==> src/csq_pkg.sv <==
// csq_pkg: constants, encodings and option layout of the start-up sequencer.
// assumes a single 100 MHz system clock and a 32-bit plain register port.
package csq_pkg;

   localparam int CLK_PERIOD_NS = 10;

   // register byte offsets
   localparam logic [3:0] OFS_OPTIONS = 4'h0;
   localparam logic [3:0] OFS_CONTROL = 4'h4;
   localparam logic [3:0] OFS_STATUS  = 4'h8;

   // control register bit positions
   localparam int CTL_START_BIT = 0;
   localparam int CTL_RESTART_BIT = 1;

   // phase selector codes for write enable / three-state and lock wait
   localparam logic [2:0] SEL_KEEP = 3'h0;
   localparam logic [2:0] SEL_DONE = 3'h7;
   localparam logic [3:0] LOCK_SKIP_LOCK_WAIT = 4'hF;

   // oscillator rates, index 0 is the slowest
   localparam logic [2:0] RATE_1MHZ = 3'h0;
   localparam logic [2:0] RATE_MAX  = 3'h5;
   localparam int OSC_PERIOD_NS [6] = '{1000, 333, 166, 80, 40, 20};

   // sequence clock sources
   localparam logic [1:0] SRC_CCLK = 2'h0;
   localparam logic [1:0] SRC_USER = 2'h1;
   localparam logic [1:0] SRC_TEST = 2'h2;

   localparam int NUM_CLKMGR = 4;

   typedef struct packed {
      logic [5:0] reserved;
      logic       ext_cclk;
      logic [3:0] lock_wait_mask;
      logic       done_input_pipeline;
      logic       active_done_drive;
      logic [3:0] lock_wait_phase_select;
      logic [2:0] three_state_phase_select;
      logic [2:0] write_enable_phase_select;
      logic [2:0] done_phase_select;
      logic [1:0] sequence_clock_select;
      logic [2:0] oscillator_rate_select;
   } csq_options_t;

   localparam csq_options_t OPTIONS_RESET = '{
      reserved: 6'h00, ext_cclk: 1'b0, lock_wait_mask: 4'h0,
      done_input_pipeline: 1'b0, active_done_drive: 1'b0,
      lock_wait_phase_select: LOCK_SKIP_LOCK_WAIT, three_state_phase_select: 3'h5,
      write_enable_phase_select: 3'h6, done_phase_select: 3'h4,
      sequence_clock_select: SRC_CCLK, oscillator_rate_select: RATE_1MHZ};

   typedef enum logic [2:0] {
      ST_CONFIG   = 3'b001,
      ST_RUN      = 3'b010,
      ST_COMPLETE = 3'b100
   } csq_state_t;

endpackage : csq_pkg

==> src/csq_sequencer.sv <==
// csq_sequencer: start-up sequencer moving the device from configuration to user mode.
// assumes option loads arrive over the plain register port on CLOCK_IN; DONE, the lock
// inputs and foreign clocks are sampled through two flip-flops, the user set/reset and three-state pins are not.
//
// Local design decisions: the placing of the registers and the strobed register port.

module csq_sequencer
   import csq_pkg::*;
(
   input  wire logic                  CLOCK_IN,
   input  wire logic                  RST_IN,
   input  wire logic [3:0]            ADDR_IN,
   input  wire logic [31:0]           WR_DATA_IN,
   input  wire logic                  WR_STB_IN,
   input  wire logic                  RD_STB_IN,
   output logic      [31:0]           RD_DATA_OUT,
   input  wire logic                  EXT_CCLK_IN,
   input  wire logic                  USER_CLK_IN,
   input  wire logic                  TEST_CLK_IN,
   input  wire logic [NUM_CLKMGR-1:0] CLKMGR_LOCKED_IN,
   input  wire logic                  USER_SET_RESET_IN,
   input  wire logic                  USER_THREE_STATE_IN,
   input  wire logic                  DONE_IN,
   output logic                       DONE_OUT,
   output logic                       DONE_OE_N_OUT,
   output logic                       CCLK_OUT,
   output logic                       GLOBAL_WRITE_ENABLE_OUT,
   output logic                       GLOBAL_THREE_STATE_OUT,
   output logic                       GLOBAL_SET_RESET_OUT
);

   csq_options_t          opt_ff;
   csq_options_t          wr_opt;
   csq_state_t            state_ff;
   logic [2:0]            phase_ff;
   logic [2:0]            gwe_phase_ff;
   logic [2:0]            gts_phase_ff;
   logic                  rate_loaded_ff;
   logic [6:0]            osc_cnt_ff;
   logic                  cclk_ff;
   logic                  cclk_tick_ff;
   logic [2:0]            ext_sync_ff;
   logic [2:0]            user_sync_ff;
   logic [2:0]            test_sync_ff;
   logic [1:0]            done_sync_ff;
   logic                  done_pipe_ff;
   logic [NUM_CLKMGR-1:0] lock_s1_ff;
   logic [NUM_CLKMGR-1:0] lock_s2_ff;
   logic                  done_act_ff;
   logic                  gwe_ff;
   logic                  gts_ff;
   logic                  gsr_ff;
   logic [31:0]           rd_data_ff;

   logic                  wr_options;
   logic                  start_cmd;
   logic                  restart_cmd;
   logic                  step;
   logic                  done_seen;
   logic                  lock_ok;
   logic                  stalled;
   logic [2:0]            nxt_phase;
   logic                  gwe_cond;
   logic                  gts_cond;
   logic [2:0]            rate_idx;
   logic [6:0]            osc_div;

   assign wr_options  = WR_STB_IN && ADDR_IN == OFS_OPTIONS && state_ff == ST_CONFIG;
   assign wr_opt      = csq_options_t'(WR_DATA_IN[$bits(csq_options_t)-1:0]);
   assign start_cmd   = WR_STB_IN && ADDR_IN == OFS_CONTROL && WR_DATA_IN[CTL_START_BIT];
   assign restart_cmd = WR_STB_IN && ADDR_IN == OFS_CONTROL && WR_DATA_IN[CTL_RESTART_BIT];

   // options load; a keep code leaves the phase in force untouched
   always_ff @(posedge CLOCK_IN or posedge RST_IN)
   begin
      if (RST_IN)
      begin
         opt_ff         <= OPTIONS_RESET;
         gwe_phase_ff   <= OPTIONS_RESET.write_enable_phase_select;
         gts_phase_ff   <= OPTIONS_RESET.three_state_phase_select;
         rate_loaded_ff <= 1'b0;
      end
      else if (wr_options)
      begin
         opt_ff         <= wr_opt;
         rate_loaded_ff <= 1'b1;
         if (wr_opt.write_enable_phase_select != SEL_KEEP)
         begin
            gwe_phase_ff <= wr_opt.write_enable_phase_select;
         end
         if (wr_opt.three_state_phase_select != SEL_KEEP)
         begin
            gts_phase_ff <= wr_opt.three_state_phase_select;
         end
      end
   end

   // internal configuration oscillator as an enable divider
   assign rate_idx = (rate_loaded_ff && opt_ff.oscillator_rate_select <= RATE_MAX)
                     ? opt_ff.oscillator_rate_select : RATE_1MHZ;
   always_comb
   begin
      osc_div = 7'(OSC_PERIOD_NS[0] / CLK_PERIOD_NS);
      case (rate_idx)
         3'h1:    osc_div = 7'(OSC_PERIOD_NS[1] / CLK_PERIOD_NS);
         3'h2:    osc_div = 7'(OSC_PERIOD_NS[2] / CLK_PERIOD_NS);
         3'h3:    osc_div = 7'(OSC_PERIOD_NS[3] / CLK_PERIOD_NS);
         3'h4:    osc_div = 7'(OSC_PERIOD_NS[4] / CLK_PERIOD_NS);
         3'h5:    osc_div = 7'(OSC_PERIOD_NS[5] / CLK_PERIOD_NS);
         default: osc_div = 7'(OSC_PERIOD_NS[0] / CLK_PERIOD_NS);
      endcase
   end

   always_ff @(posedge CLOCK_IN or posedge RST_IN)
   begin
      if (RST_IN)
      begin
         osc_cnt_ff   <= 7'h00;
         cclk_ff      <= 1'b0;
         cclk_tick_ff <= 1'b0;
      end
      else
      begin
         cclk_tick_ff <= 1'b0;
         // rate change takes hold at once; a count already past the new end wraps on the next cycle
         if (osc_cnt_ff >= osc_div - 7'h01)
         begin
            osc_cnt_ff   <= 7'h00;
            cclk_ff      <= 1'b1;
            cclk_tick_ff <= 1'b1;
         end
         else
         begin
            osc_cnt_ff <= osc_cnt_ff + 7'h01;
            if (osc_cnt_ff == (osc_div >> 1) - 7'h01)
            begin
               cclk_ff <= 1'b0;
            end
         end
      end
   end
   assign CCLK_OUT = cclk_ff;

   // pin and foreign clock sampling; stage 0 is read only by stage 1
   always_ff @(posedge CLOCK_IN or posedge RST_IN)
   begin
      if (RST_IN)
      begin
         ext_sync_ff  <= 3'h0;
         user_sync_ff <= 3'h0;
         test_sync_ff <= 3'h0;
         done_sync_ff <= 2'h0;
         lock_s1_ff   <= '0;
         lock_s2_ff   <= '0;
      end
      else
      begin
         ext_sync_ff  <= {ext_sync_ff[1:0], EXT_CCLK_IN};
         user_sync_ff <= {user_sync_ff[1:0], USER_CLK_IN};
         test_sync_ff <= {test_sync_ff[1:0], TEST_CLK_IN};
         done_sync_ff <= {done_sync_ff[0], DONE_IN};
         lock_s1_ff   <= CLKMGR_LOCKED_IN;
         lock_s2_ff   <= lock_s1_ff;
      end
   end

   // one-cycle enable per rising edge of the chosen sequence clock
   always_comb
   begin
      case (opt_ff.sequence_clock_select)
         SRC_USER: step = user_sync_ff[1] && !user_sync_ff[2];
         SRC_TEST: step = test_sync_ff[1] && !test_sync_ff[2];
         default:  step = opt_ff.ext_cclk ? (ext_sync_ff[1] && !ext_sync_ff[2])
                                          : cclk_tick_ff;
      endcase
   end

   // extra DONE stage clocked by the sequence step
   always_ff @(posedge CLOCK_IN or posedge RST_IN)
   begin
      if (RST_IN)
      begin
         done_pipe_ff <= 1'b0;
      end
      else if (state_ff == ST_CONFIG)
      begin
         // a stale high from the last run must not release the next one
         done_pipe_ff <= 1'b0;
      end
      else if (step)
      begin
         done_pipe_ff <= done_sync_ff[1];
      end
   end
   assign done_seen = opt_ff.done_input_pipeline ? done_pipe_ff
                                                 : done_sync_ff[1];

   assign lock_ok = &(lock_s2_ff | ~opt_ff.lock_wait_mask);
   assign stalled = opt_ff.lock_wait_phase_select != LOCK_SKIP_LOCK_WAIT &&
                    {1'b0, phase_ff} == opt_ff.lock_wait_phase_select &&
                    !lock_ok;
   assign nxt_phase = (phase_ff == 3'h6) ? phase_ff : phase_ff + 3'h1;

   assign gwe_cond = (gwe_phase_ff == SEL_DONE) ? done_seen
                                                : nxt_phase >= gwe_phase_ff;
   assign gts_cond = (gts_phase_ff == SEL_DONE) ? done_seen
                                                : nxt_phase >= gts_phase_ff;

   // phase walk and completion
   always_ff @(posedge CLOCK_IN or posedge RST_IN)
   begin
      if (RST_IN)
      begin
         state_ff <= ST_CONFIG;
         phase_ff <= 3'h0;
      end
      else
      begin
         case (state_ff)
            ST_CONFIG:
            begin
               if (start_cmd)
               begin
                  state_ff <= ST_RUN;
                  phase_ff <= 3'h0;
               end
            end
            ST_RUN:
            begin
               if (step && !stalled)
               begin
                  phase_ff <= nxt_phase;
                  if (phase_ff == 3'h6 && gwe_ff && !gts_ff && done_act_ff)
                  begin
                     state_ff <= ST_COMPLETE;
                  end
               end
            end
            ST_COMPLETE:
            begin
               if (restart_cmd)
               begin
                  state_ff <= ST_CONFIG;
                  phase_ff <= 3'h0;
               end
            end
            default:
            begin
               state_ff <= ST_CONFIG;
            end
         endcase
      end
   end

   // global event flags, sticky once fired until a restart
   always_ff @(posedge CLOCK_IN or posedge RST_IN)
   begin
      if (RST_IN)
      begin
         done_act_ff <= 1'b0;
         gwe_ff      <= 1'b0;
         gts_ff      <= 1'b1;
         gsr_ff      <= 1'b1;
      end
      else if (state_ff == ST_CONFIG)
      begin
         done_act_ff <= 1'b0;
         gwe_ff      <= 1'b0;
         gts_ff      <= 1'b1;
         gsr_ff      <= 1'b1;
      end
      else if (state_ff == ST_RUN && step && !stalled)
      begin
         gsr_ff <= 1'b0;
         if (nxt_phase >= opt_ff.done_phase_select)
         begin
            done_act_ff <= 1'b1;
         end
         if (gwe_cond)
         begin
            gwe_ff <= 1'b1;
         end
         if (gts_cond)
         begin
            gts_ff <= 1'b0;
         end
      end
   end

   // application controls only count once configuration is over
   assign GLOBAL_SET_RESET_OUT    = gsr_ff || (state_ff == ST_COMPLETE && USER_SET_RESET_IN);
   assign GLOBAL_THREE_STATE_OUT  = gts_ff || (state_ff == ST_COMPLETE && USER_THREE_STATE_IN);
   assign GLOBAL_WRITE_ENABLE_OUT = gwe_ff;

   // open-drain DONE: low until activated, then released or driven high
   assign DONE_OUT      = done_act_ff;
   assign DONE_OE_N_OUT = done_act_ff && !opt_ff.active_done_drive;

   // register read port, data one cycle after the strobe
   always_ff @(posedge CLOCK_IN or posedge RST_IN)
   begin
      if (RST_IN)
      begin
         rd_data_ff <= 32'h0000_0000;
      end
      else if (RD_STB_IN)
      begin
         case (ADDR_IN)
            OFS_OPTIONS: rd_data_ff <= 32'(opt_ff);
            OFS_STATUS:  rd_data_ff <= {10'h000, done_sync_ff[1], rate_loaded_ff,
                                        gwe_phase_ff, gts_phase_ff, lock_s2_ff,
                                        gsr_ff, gts_ff, gwe_ff, done_act_ff,
                                        state_ff, phase_ff};
            default:     rd_data_ff <= 32'h0000_0000;
         endcase
      end
      else
      begin
         rd_data_ff <= 32'h0000_0000;
      end
   end
   assign RD_DATA_OUT = rd_data_ff;

   a_phase_one_step: assert property (@(posedge CLOCK_IN) disable iff (RST_IN)
      state_ff == ST_RUN && step && !stalled && phase_ff < 3'h6
      |=> phase_ff == $past(phase_ff) + 3'h1)
      else $error("phase did not advance by one");
   a_phase_hold_idle: assert property (@(posedge CLOCK_IN) disable iff (RST_IN)
      state_ff == ST_RUN && !step |=> $stable(phase_ff))
      else $error("phase moved without a sequence edge");
   a_lock_stall: assert property (@(posedge CLOCK_IN) disable iff (RST_IN)
      state_ff == ST_RUN && stalled |=> $stable(phase_ff))
      else $error("phase moved while waiting for lock");
   a_done_phase: assert property (@(posedge CLOCK_IN) disable iff (RST_IN)
      state_ff == ST_RUN && done_act_ff && !$past(done_act_ff)
      |-> phase_ff >= opt_ff.done_phase_select)
      else $error("DONE activated before its phase");
   a_gwe_wait_done: assert property (@(posedge CLOCK_IN) disable iff (RST_IN)
      $rose(gwe_ff) && gwe_phase_ff == SEL_DONE |-> $past(done_seen))
      else $error("write enable before DONE seen");
   a_gts_wait_done: assert property (@(posedge CLOCK_IN) disable iff (RST_IN)
      $fell(gts_ff) && gts_phase_ff == SEL_DONE |-> $past(done_seen))
      else $error("three-state released before DONE seen");
   a_gsr_config: assert property (@(posedge CLOCK_IN) disable iff (RST_IN)
      state_ff == ST_CONFIG |=> GLOBAL_SET_RESET_OUT)
      else $error("set/reset not held in configuration");
   a_done_release: assert property (@(posedge CLOCK_IN) disable iff (RST_IN)
      !done_act_ff |-> !DONE_OE_N_OUT && !DONE_OUT)
      else $error("DONE not driven low before activation");
   a_options_stable: assert property (@(posedge CLOCK_IN) disable iff (RST_IN)
      state_ff == ST_RUN ##1 state_ff == ST_RUN |-> $stable(opt_ff))
      else $error("options changed during sequence");
   a_osc_slow_first: assert property (@(posedge CLOCK_IN) disable iff (RST_IN)
      !rate_loaded_ff |-> osc_div == 7'(OSC_PERIOD_NS[0] / CLK_PERIOD_NS))
      else $error("oscillator fast before rate load");

endmodule : csq_sequencer

==> config.mk <==
export PLATFORM = sky130hd
export DESIGN_NAME = csq_sequencer
export DESIGN_NICKNAME = d
export VERILOG_FILES = /design/src/csq_pkg.sv /design/src/csq_sequencer.sv
export SDC_FILE = /design/constraint.sdc
export NUM_CORES = 1
export LEC_CHECK = 0
export BUFFER_PORTS_ARGS = -buffer_cell sky130_fd_sc_hd__clkbuf_2
export CORE_MARGIN = 2
export CORE_UTILIZATION = 56
export DETAILED_ROUTE_END_ITERATION = 6
export HOLD_SLACK_MARGIN = 0.12
export PLACE_DENSITY = 0.8
export SKIP_CTS_REPAIR_TIMING = 1
export SYNTH_ARGS = -nofsm -noshare
export SYNTH_HDL_FRONTEND = slang
export SYNTH_SLANG_ARGS = --single-unit
==> constraint.sdc <==
create_clock -name CLOCK_IN -period 4.2 [get_ports CLOCK_IN]
set_input_delay 0.84 -clock CLOCK_IN [delete_from_list [all_inputs] [get_ports CLOCK_IN]]
set_output_delay 0.84 -clock CLOCK_IN [all_outputs]
set_load 0.05 [all_outputs]
---- Word-level counts from Yosys, hierarchy flattened ----
Cells that the tools add are included.
W data, S select, Z words.
storage, ports and cells
  logic and storage cells ................. 147
  output and inout port bits .............. 38
  bits in registers ....................... 109
cells by class
  equality and inequality tests ........... 22
  add/subtract/negate cells ............... 4
  reduce and logical (&&, ||, !) cells .... 47
  bitwise operators ....................... 2
  magnitude comparators ................... 5
  mux-type cells .......................... 36
operators by type and width
  operator               count
  $pmux W31 S2           1
  $pmux W7 S5            1
  $mux W32               1
  $mux W3                9
  $logic_and A1 B1 Y1    20
  $mux W1                20
  $eq A3 B3 Y1 const B   6
  $pmux W3 S3            2
  $reduce_and A4 Y1      3
  $reduce_bool A2 Y1     6
  $reduce_and A2 Y1      5
  $eq A3 B2 Y1 const B   3
  $ge A3 B3 Y1           3
  $reduce_bool A3 Y1     3
  $ne A2 B2 Y1 const B   4
  $add A7 B1 Y7 const B  1
  $eq A7 B7 Y1           1
  $ge A7 B7 Y1           1
  $logic_not A1 Y1       7
  $mux W7                1
  $sub A6 B1 Y7 const B  1
  $sub A7 B1 Y7 const B  1
  $eq A3 B1 Y1 const B   2
  $eq A3 B4 Y1           1
  12 further kinds       13

---- Longest topological paths before layout ----
Gate-level depths: netlist of the first run.
  depth after elaboration ................. 9
  depth in mapped cells ................... 15
  mapped depth without buffers ............ 14

---- Least setup slack after synthesis of the first run ----
Ideal clock, no wire load.
  path kind ............................... register to register
  start ................................... register opt_ff[2] (netlist name)
  end ..................................... register cclk_ff, in the netlist CCLK_OUT
  slack ................................... 1,723 ps
  library setup time ...................... 118 ps
  cell stages (with the launch flop) ...... 15
  arrival time ............................ 2,359 ps
  clock period less this slack ............ 2,477 ps
  path through ............................ dfrtp_1 buf_2 nor2_1 a21oi_1 nor2_1 ha_1 nor2_1 a21oi_1 o21ai_0 ha_1 nand2_1 nor2_1 a211oi_1 o21ai_1 a21o_1
on the way
  word-level cells in the longest chain between the ends .. 8
  elaborated cells on any way between the ends .. 15
  classes of those cells .................. 2 x add/sub; 2 x order compare; 6 x eq/ne; 3 x mux; 2 x reduce/logical
ends and longest elaborated chain
  item                                                   line                                        source
  start, declared                                        csq_sequencer.sv:32                         csq_options_t opt_ff;
  start signal, assigned                                 csq_sequencer.sv:85                         opt_ff <= wr_opt;
  $le A3 B3 Y1                                           csq_sequencer.sv:99                         assign rate_idx = (rate_loaded_ff && opt_ff.oscillator_rate_select <= RATE_MAX)
  $logic_and A1 B1 Y1                                    csq_sequencer.sv:99
  $mux W3 (*)                                            csq_sequencer.sv:100                        ? opt_ff.oscillator_rate_select : RATE_1MHZ;
  $eq A3 B3 Y1, or another cell as far along             csq_sequencer.sv:104                        case (rate_idx)
  $pmux W7 S5 (*)                                        csq_sequencer.sv:104
  $sub A7 B1 Y7 / $sub A6 B1 Y7 (equally long branches)  csq_sequencer.sv:126, csq_sequencer.sv:135
  $ge A7 B7 Y1 / $eq A7 B7 Y1 (equally long branches)    csq_sequencer.sv:126, csq_sequencer.sv:135
  $mux W1 / $reduce_bool A2 Y1 (equally long branches)   -
  end signal, assigned                                   csq_sequencer.sv:119                        cclk_ff <= 1'b0;
  end signal, assigned                                   csq_sequencer.sv:129                        cclk_ff <= 1'b1;
  end signal, assigned                                   csq_sequencer.sv:137                        cclk_ff <= 1'b0;
  end, declared                                          csq_sequencer.sv:40                         logic cclk_ff;
Mark *: on every way between the ends. The rest lies on a longest branch, timed or not.
A chain may end at the register's enable or synchronous reset.

---- Final worst setup path of the first run ----
  start ................................... register opt_ff[1] (netlist name)
  end ..................................... register cclk_ff, in the netlist CCLK_OUT
Same word-level chain as after synthesis.

==> results of run 1 <==
-- layer usage --
| layer | routed length [um] | part of all wire | vias up | global-route usage |
|---|---|---|---|---|
| li1 | - | - | 1714 | - |
| met1 | 4410 | 0.44 | 1739 | 0.291 |
| met2 | 4960 | 0.50 | 76 | 0.367 |
| met3 | 439 | 0.044 | 12 | 0.0439 |
| met4 | 144 | 0.014 | 0 | 0.0693 |
| met5 | 0 | 0 | - | 0 |
-- critical path: cells and delay by family, from the launching register on --
family,cells,cell delay (ps)
fa+ha+maj,2,630
compound gates,5,1040
flops,1,510
simple gates,5,710
-- logic make-up (layout without fill, tap and decap cells) --
logic type / count (synthesis) / in the layout / synth area share
XOR/XNOR: 16 / 16 / 0.0288
AND/OR/NAND/NOR: 199 / 199 / 0.179
multiplexers: 31 / 31 / 0.0646
flip-flops: 108 / 108 / 0.560
AO/OA/AOI/OAI: 55 / 55 / 0.0725
other: 2 / 2 / 0.00154
adder cells (fa/ha/maj): 23 / 23 / 0.0592
buffers and inverters: 38 / 127 / 0.0350
-- power breakdown --
| group | total, uW | switching [uW] | internal [uW] |
|---|---|---|---|
| logic | 1010 | 549 | 456 |
| clock network | 682 | 364 | 317 |
| registers | 1470 | 203 | 1270 |
| total | 3160 | 1120 | 2040 |
-- Yosys cell counts, drive strengths merged (7+ instances only) --
library cell,number,share of area
xor2,8,0.014
and2,9,0.012
nor2,48,0.038
nand3,8,0.0082
nand2,104,0.080
clkbuf,7,0.0059
inv,20,0.015
a21oi,13,0.013
o21ai,17,0.018
ha,23,0.059
dfrtp,92,0.47
nand2b,9,0.012
a21o,8,0.012
dfstp,16,0.086
xnor2,8,0.014
mux2i,28,0.058
buf,11,0.014
-- area by class of cell --
class | instances | area, um2 | area share
clock buffer | 11 | 151 | 0.0271
clock inverter | 5 | 66.3 | 0.0119
inverter | 20 | 77.6 | 0.0139
multi-input combinational | 326 | 1970 | 0.352
sequential | 108 | 2720 | 0.487
tap | 108 | 135 | 0.0242
timing repair buffer | 91 | 470 | 0.0841
-- flip-flops by register name, summed over array words and instances (netlist names), 4 cells and up --
name	count
RD_DATA_OUT	31
osc_cnt_ff	7
opt_ff	31
lock_s2_ff	4
lock_s1_ff	4
-- metrics by stage --
stage               area, um2  power, uW  setup WS [ps]
floorplan                4860       2240            541
global route             5600       3380            944
CTS                      5600       3180           1280
finish                   5600       3160           1210
global placement         5380       2430           1400
detailed placement       5380       2490           1300
-- worst max path at each step --
| stage | to | depth (start not counted) | from | slack, ps |
|---|---|---|---|---|
| floorplan | CCLK_OUT$_DFFE_PP0P_ | 1 | RST_IN | 540 |
| global placement | CCLK_OUT$_DFFE_PP0P_ | 12 | opt_ff[1]$_DFFE_PP0P_ | 1400 |
| detailed placement | CCLK_OUT$_DFFE_PP0P_ | 12 | opt_ff[1]$_DFFE_PP0P_ | 1300 |
| CTS | CCLK_OUT$_DFFE_PP0P_ | 14 | opt_ff[1]$_DFFE_PP0P_ | 1280 |
| global route | CCLK_OUT$_DFFE_PP0P_ | 14 | opt_ff[1]$_DFFE_PP0P_ | 940 |
| finish | CCLK_OUT$_DFFE_PP0P_ | 12 | opt_ff[1]$_DFFE_PP0P_ | 1210 |
==> impl_metrics.yaml, run 1 <==
status:
  run_status: "finished clean"
global_routing:
  antenna_found_initial: 0
  gr-total-overflow: 0
  grt_max_degree: 85
  grt_use_total: 0.219
  grt_pass1_vias: 3497
  grt_pass1_wl_um: 16500
cells_and_area:
  final_cell_mix: "nand2_1 (104), dfrtp_1 (92), clkbuf_2 (85), nor2_1 (47), mux2i_1 (28)"
  final.fill_count: 676
  layout_commonest_cell: "nand2_1"
  diodes: 0
  nets: 629
  final_layout_size_suffix_gt1_frac: 0.232
  fin_cells: 669
  syn_to_final_growth_pct: 15.0
  final_core_util: 0.654
synthesis:
  synth_area_per_cell_um2: 10.3
  async_flop_share: 1.00
  synth-main-ff-cell: "dfrtp_1"
  yosysSeqAreaShare: 0.560
  synthCells: 472
  synth_cell_types: 50
  syn-num-nets: 545
  ys_seq_elements: 108
  synth_edf_count: 0
  synth_area_mm2: 0.00486
  ys_warn_count: 0
timing:
  finalCritPeriodShare: 0.711
  rsz0062_at_grt: "false"
  setup_violations: 0
  worstMarginPinSlew_ps: 986
  slew_violations: 0
  hold_slack_ps: 358
  clock_skew_ps: 10.5
  max_slew_margin: 0.342
  hold_viol: 0
  fin_crit_ps: 2990
  fin_setup_tns_ps: 0
  fmaxAchievable_mhz: 335
clocking:
  clk_latency_ps: 370
  clk_path_buf_depth: 2
  cts.sinks: 108
  cts_tree: "yes"
  clk_pin_slew_ps: 100
  cts_root_buffer: "clkbuf_8"
  cts_buffers: 9
  htree_levels: 3
pwr:
  worst_ir_drop_vdd_v: 0.000297
  power.density_mw_per_mm2: 564
  p_leak_uw: 0.00293
setup_path:
  reg2reg_depth: 12
  arrival_ps: 3250
  start_kind: "flop"
  slowest_stage: "dfrtp_1"
  crit_chain: "and3b_1 > nand2_1 > ha_1 > nor2_1 > a21oi_1 > o21ai_0 > ha_1 > nand2_1 > nor2_1 > a211oi_1 > o21ai_1 > a21o_1"
  cp_slowest_stage_delay_ps: 510
  crit_type: "flop to flop"
  reg2reg_slack_ps: 1210
  r2r-start: "opt_ff[1]$_DFFE_PP0P_"
  cp.required_ps: 4470
  timing.rr.end: "CCLK_OUT$_DFFE_PP0P_"
  path_max_fanout: 11
  endpoint_kind: "flop"
hold_path:
  min_from: "lock_s1_ff[0]$_DFF_PP0_"
  hp-class: "flop to flop"
  worstHoldPathCells: 0
  hold-path-endpoint: "lock_s2_ff[0]$_DFF_PP0_"
routing:
  route.final.wire_length_um: 9950
  detail_route.iter0.violations: 243
  dr.pass1.iters: 4
  vias_per_cell: 5.29
  drc: 0
  wl_per_cell_um: 14.9
  drtAntennaViolNets: 0
  via_count: 3541
placed_design:
  io_buffer_count: 85
  dp_cells: 653
  hpwl_um: 7050
  gp_congestion: 0.861
die:
  die_x_um: 97.2
  pin_count: 88
  die_h_um: 97.2
  core_area_mm2: 0.00855
  start_util: 0.569
  rows: 34
  dieArea_mm2: 0.00945
job:
  drv_cap: 0
(Power assumes the default switching activity.)
==> run 2: changes to the inputs <==
- ABC_AREA: not set -> 1
- clock period: 4.2 -> 3 ns (I/O delays scaled with it)
==> run 2 against run 1 <==
  * Design area increased by 0.72%
  * Combinational power decreased by 6%
  * Worst hold slack got worse by 42 ps
  * Clock power increased by 32%
  * Critical path type unchanged
  * Die area increased by 1.0%
  * Worst setup slack got worse by 950 ps
  * Synthesized cell count increased by 15%
  * Synthesized area increased by 1.1%
  * Count of clock-buffer cells in the layout decreased by 1
  * Sequential power increased by 16%
==> impl_metrics.yaml, run 2 <==
status:
  run_status: "finished clean"
die:
  pin_count: 88
  start_util: 0.569
  die_x_um: 97.7
  die_h_um: 97.7
  core_area_mm2: 0.00864
  rows: 34
  dieArea_mm2: 0.00954
global_routing:
  grt_use_total: 0.231
  antenna_found_initial: 0
  grt_pass1_wl_um: 17800
  grt_max_degree: 109
  grt_pass1_vias: 3830
  gr-total-overflow: 0
setup_path:
  arrival_ps: 2980
  cp.required_ps: 3250
  path_max_fanout: 9
  crit_family: "simple AND/OR/NAND/NOR gates"
  endpoint_kind: "flop"
  crit_chain: "inv_1 > nand3_2 > nor2_1 > inv_1 > ha_1 > nand3_1 > inv_1 > o21ai_0 > o21ai_0 > ha_1 > nand2_1 > nor3_1 > nand2_1 > nand3_1 > nor3_1"
  cp_slowest_stage_delay_ps: 450
  crit_type: "flop to flop"
  slowest_stage: "dfrtp_1"
  cp_num_buf_inv: 3
  start_kind: "flop"
  crit_top_cell: "inv_1"
clocking:
  cts.sinks: 108
  clk_path_buf_depth: 2
  clk_latency_ps: 380
  cts_root_buffer: "clkbuf_8"
  cts_buffers: 9
  htree_levels: 3
  clk_pin_slew_ps: 110
  cts_tree: "yes"
cells_and_area:
  final_cell_mix: "nand2_1 (120), dfrtp_1 (92), clkbuf_2 (85), inv_1 (79), o21ai_0 (59)"
  final_layout_size_suffix_gt1_frac: 0.207
  syn_to_final_growth_pct: 14.6
  nets: 701
  layout_commonest_cell: "nand2_1"
  diodes: 0
synthesis:
  synthTopCellsByArea: "dfrtp_1 (47%), nand2_1 (9.2%), dfstp_2 (8.6%)"
  synth_area_per_cell_um2: 9.07
  synthCells: 542
  ys_seq_elements: 108
  synthTopCellsByCount: "nand2_1 (120), dfrtp_1 (92), inv_1 (80), o21ai_0 (59), nand3_1 (39)"
  yosysTopAreaCell: "dfrtp_1"
  synth_edf_count: 0
  synth_cell_types: 35
  synth_area_mm2: 0.00492
  async_flop_share: 1.00
  synth_top_area_frac: 0.468
  synth-main-ff-cell: "dfrtp_1"
  syn-num-nets: 615
  yosysSeqAreaShare: 0.554
  ys_warn_count: 0
  yosysMostFrequentCell: "nand2_1"
pwr:
  p_leak_uw: 0.00309
  worst_ir_drop_vdd_v: 0.000381
  power_uw: 3550
  power.density_mw_per_mm2: 630
routing:
  via_count: 3833
  drc: 0
  dr.pass1.iters: 5
  wl_per_cell_um: 14.3
  vias_per_cell: 5.17
  route.final.wire_length_um: 10600
  drtAntennaViolNets: 0
  detail_route.iter0.violations: 287
timing:
  fmaxAchievable_mhz: 366
  finalCritPeriodShare: 0.911
  worstMarginPinSlew_ps: 610
  slew_violations: 0
  fin_setup_tns_ps: 0
  postLayoutSetupSlackWorst_ps: 268
  max_slew_margin: 0.589
  clock_skew_ps: 14.4
  setup_violations: 0
  hold_viol: 0
  rsz0062_at_grt: "false"
  fin_crit_ps: 2730
placed_design:
  dp_slack_ps: 327
  hpwl_um: 7630
  gp_congestion: 0.837
  io_buffer_count: 85
job:
  drv_cap: 0
hold_path:
  hp-class: "primary input to flop"
-- run 2: path summary, 6_finish.rpt --
check                           cells after the start  slack, ps                   endpoint                      start
worst max-delay path                               15        270    osc_cnt_ff[4]$_DFF_PP0_      opt_ff[1]$_DFFE_PP0P_
worst min-delay path                                1        320    lock_s1_ff[0]$_DFF_PP0_        CLKMGR_LOCKED_IN[0]
worst max register to register                     15        270    osc_cnt_ff[4]$_DFF_PP0_      opt_ff[1]$_DFFE_PP0P_
worst min register to register                      0        360  user_sync_ff[1]$_DFF_PP0_  user_sync_ff[0]$_DFF_PP0_
max in group asynchronous                           3       2190         gts_ff$_DFFE_PP1P_                     RST_IN
min in group asynchronous                           3        350     opt_ff[28]$_DFFE_PP0P_                     RST_IN
-- run 2: cell type report --
type | instances | area (um2)
fillers | 741 | 3000
repair buffers | 89 | 468
multi-input cells | 339 | 1810
clock buffers | 10 | 128
well taps | 108 | 135
clock inverters | 6 | 68.8
inverters | 81 | 308
flip-flops and latches | 108 | 2720
-- run 2: power by group --
group	switching [uW]	internal, uW
combinational	610	339
clock	506	396
sequential	120	1580
total	1240	2310
-- run 2: stage by stage --
stage	cells	utilization	cell area, um2	hold slack (ps)
global placement	725	0.630	5440	333
finish	741	0.653	5640	316
detailed placement	725	0.630	5440	336
floorplan	542	-	4920	331
CTS	741	0.653	5640	312
global route	741	0.653	5640	308
-- run 2: kinds of logic (layout without fill, tap and decap cells) --
logic type               Yosys count  in the layout  synth area share
AO/OA/AOI/OAI                     84             84            0.0891
XOR/XNOR                           7              7            0.0125
adder cells (fa/ha/maj)           23             23            0.0585
buffers and inverters             95            186            0.0807
flip-flops                       108            108             0.554
multiplexers                       1              1           0.00204
other                              2              2           0.00153
AND/OR/NAND/NOR                  222            222             0.202
-- run 2: routing by layer --
| layer | wire length [um] | part of all wire | track usage | vias up |
|---|---|---|---|---|
| li1 | - | - | - | 1906 |
| met1 | 4530 | 0.43 | 0.304 | 1827 |
| met2 | 5460 | 0.52 | 0.399 | 88 |
| met3 | 462 | 0.044 | 0.0446 | 12 |
| met4 | 105 | 0.0099 | 0.0545 | 0 |
| met5 | 0 | 0 | 0 | - |
==> run 3: changes to the inputs <==
- CORE_ASPECT_RATIO: not set -> 1.4
- CTS_CLUSTER_DIAMETER: not set -> 120
==> run 3 against run 2 <==
  * Cell count unchanged
  * Sequential cell count unchanged
  * Clock skew is 7.1 ps lower
  * Clock power rose by 24%
  * Worst setup slack gained 51 ps
  * Critical endpoint unchanged
  * Highest routed layer unchanged
==> impl_metrics.yaml, run 3 (synthesized netlist as in run 2, its figures left out) <==
timing:
  rsz0062_at_grt: "false"
  hold_slack_ps: 153
  setup_violations: 0
  fin_setup_tns_ps: 0
  clock_skew_ps: 7.33
  worstMarginPinSlew_ps: 728
  slew_violations: 0
  finalCritPeriodShare: 0.894
  fmaxAchievable_mhz: 373
  fin_crit_ps: 2680
  max_slew_margin: 0.513
  hold_viol: 0
die:
  die_x_um: 83.2
  pin_count: 88
  core_area_mm2: 0.00856
  start_util: 0.574
  dieArea_mm2: 0.00955
  die_h_um: 115
  rows: 40
status:
  run_status: "finished clean"
pwr:
  p_leak_uw: 0.00314
  power.density_mw_per_mm2: 659
  worst_ir_drop_vdd_v: 0.000435
routing:
  drtAntennaViolNets: 0
  via_count: 3930
  wl_per_cell_um: 14.4
  dr.pass1.iters: 5
  route.final.wire_length_um: 10700
  drc: 0
  detail_route.iter0.violations: 276
  vias_per_cell: 5.30
cells_and_area:
  final_cell_mix: "nand2_1 (120), dfrtp_1 (92), clkbuf_2 (85), inv_1 (79), o21ai_0 (59)"
  multi_input_area_mm2: 0.00181
  regArea_mm2: 0.00272
  final.fill_count: 710
  diodes: 0
  nets: 704
  layout_commonest_cell: "nand2_1"
  fin_cells: 741
  final_layout_size_suffix_gt1_frac: 0.209
  syn_to_final_growth_pct: 16.7
  final_core_util: 0.670
placed_design:
  gp_congestion: 0.876
  hpwl_um: 7840
  dp_cells: 725
  io_buffer_count: 85
setup_path:
  crit_type: "flop to flop"
  cp_slowest_stage_delay_ps: 440
  path_max_fanout: 9
  arrival_ps: 2910
  cp.required_ps: 3230
  crit_chain: "inv_1 > nand3_2 > nor2_1 > inv_1 > ha_1 > nand3_1 > inv_1 > o21ai_0 > o21ai_0 > ha_1 > nand2_1 > nor3_1 > nand2_1 > nand3_1 > nor3_1"
  endpoint_kind: "flop"
  reg2reg_slack_ps: 320
  slowest_stage: "dfrtp_1"
  start_kind: "flop"
  crit_top_cell: "inv_1"
global_routing:
  grt_use_total: 0.243
  met3_usage: 0.0510
  use_met1: 0.288
  grt_max_degree: 51
  grt-busiest-layer: "met2"
  gr-total-overflow: 0
  grt_pass1_vias: 4016
  grt.met2_usage: 0.434
  grt_pass1_wl_um: 18400
  antenna_found_initial: 0
clocking:
  clk_pin_slew_ps: 70
  htree_levels: 3
  cts_buffers: 9
  cts_root_buffer: "clkbuf_16"
  cts_tree: "yes"
  clk_latency_ps: 350
  cts.sinks: 108
  clk_path_buf_depth: 2
job:
  drv_cap: 0
hold_path:
  hp-class: "primary input to async pin"
-- run 3: cell count changes in the layout (fill, tap and decap cells not counted) --
cell / before / now
clkbuf_8: 9 / 1
buf_4: 3 / 6
bufinv_16: 1 / 0
clkinv_2: 2 / 0
clkbuf_16: 0 / 9
inv_6: 2 / 1
clkinv_4: 0 / 2
clkbuf_1: 1 / 2
inv_8: 1 / 0
clkinvlp_4: 1 / 2
-- run 3: critical path, delay by kind of cell, from the launching register on --
family / cells / cell delay, ps
fa+ha+maj: 2 / 520
compound gates: 2 / 260
buf+inv: 3 / 280
simple gates: 8 / 1060
flops: 1 / 440
-- run 3: metal layers --
layer  up-vias  wire length [um]
met5         -                 0
met1      1875              4300
met4         0               241
met2       119              5580
li1       1916                 -
met3        20               553
-- run 3: power by group --
part           total (uW)  switching [uW]  internal (uW)
logic                 958             617            341
clock network        1120             530            593
registers            1700             124           1580
total                3780            1270           2510
-- run 3: through the flow --
stage | cell area [um2] | total power, uW | worst slack (ps)
final | 5740 | 3780 | 319
after global routing | 5740 | 4010 | 33.9
after CTS | 5740 | 3790 | 336
after detailed placement | 5460 | 2670 | 373
after global placement | 5460 | 2620 | 459
after floorplan | 4920 | 2400 | 723
-- run 3: path summary, 6_finish.rpt --
kind / start / end / cells after the start
setup / recovery: opt_ff[1]$_DFFE_PP0P_ / osc_cnt_ff[4]$_DFF_PP0_ / 15
hold / removal: RST_IN / RD_DATA_OUT[9]$_DFF_PP0_ / 2
setup reg to reg: opt_ff[1]$_DFFE_PP0P_ / osc_cnt_ff[4]$_DFF_PP0_ / 15
hold reg to reg: user_sync_ff[0]$_DFF_PP0_ / user_sync_ff[1]$_DFF_PP0_ / 0
max in group asynchronous: RST_IN / opt_ff[7]$_DFFE_PP1P_ / 3
min in group CLOCK_IN: user_sync_ff[0]$_DFF_PP0_ / user_sync_ff[1]$_DFF_PP0_ / 0
-- run 3: cell type report --
| type | count | area share |
|---|---|---|
| Tap cell | 105 | 0.0229 |
| Sequential cell | 108 | 0.474 |
| Multi-Input combinational cell | 339 | 0.315 |
| Clock buffer | 12 | 0.0430 |
| Timing Repair Buffer | 92 | 0.0855 |
| Inverter | 81 | 0.0536 |
| Clock inverter | 4 | 0.00589 |
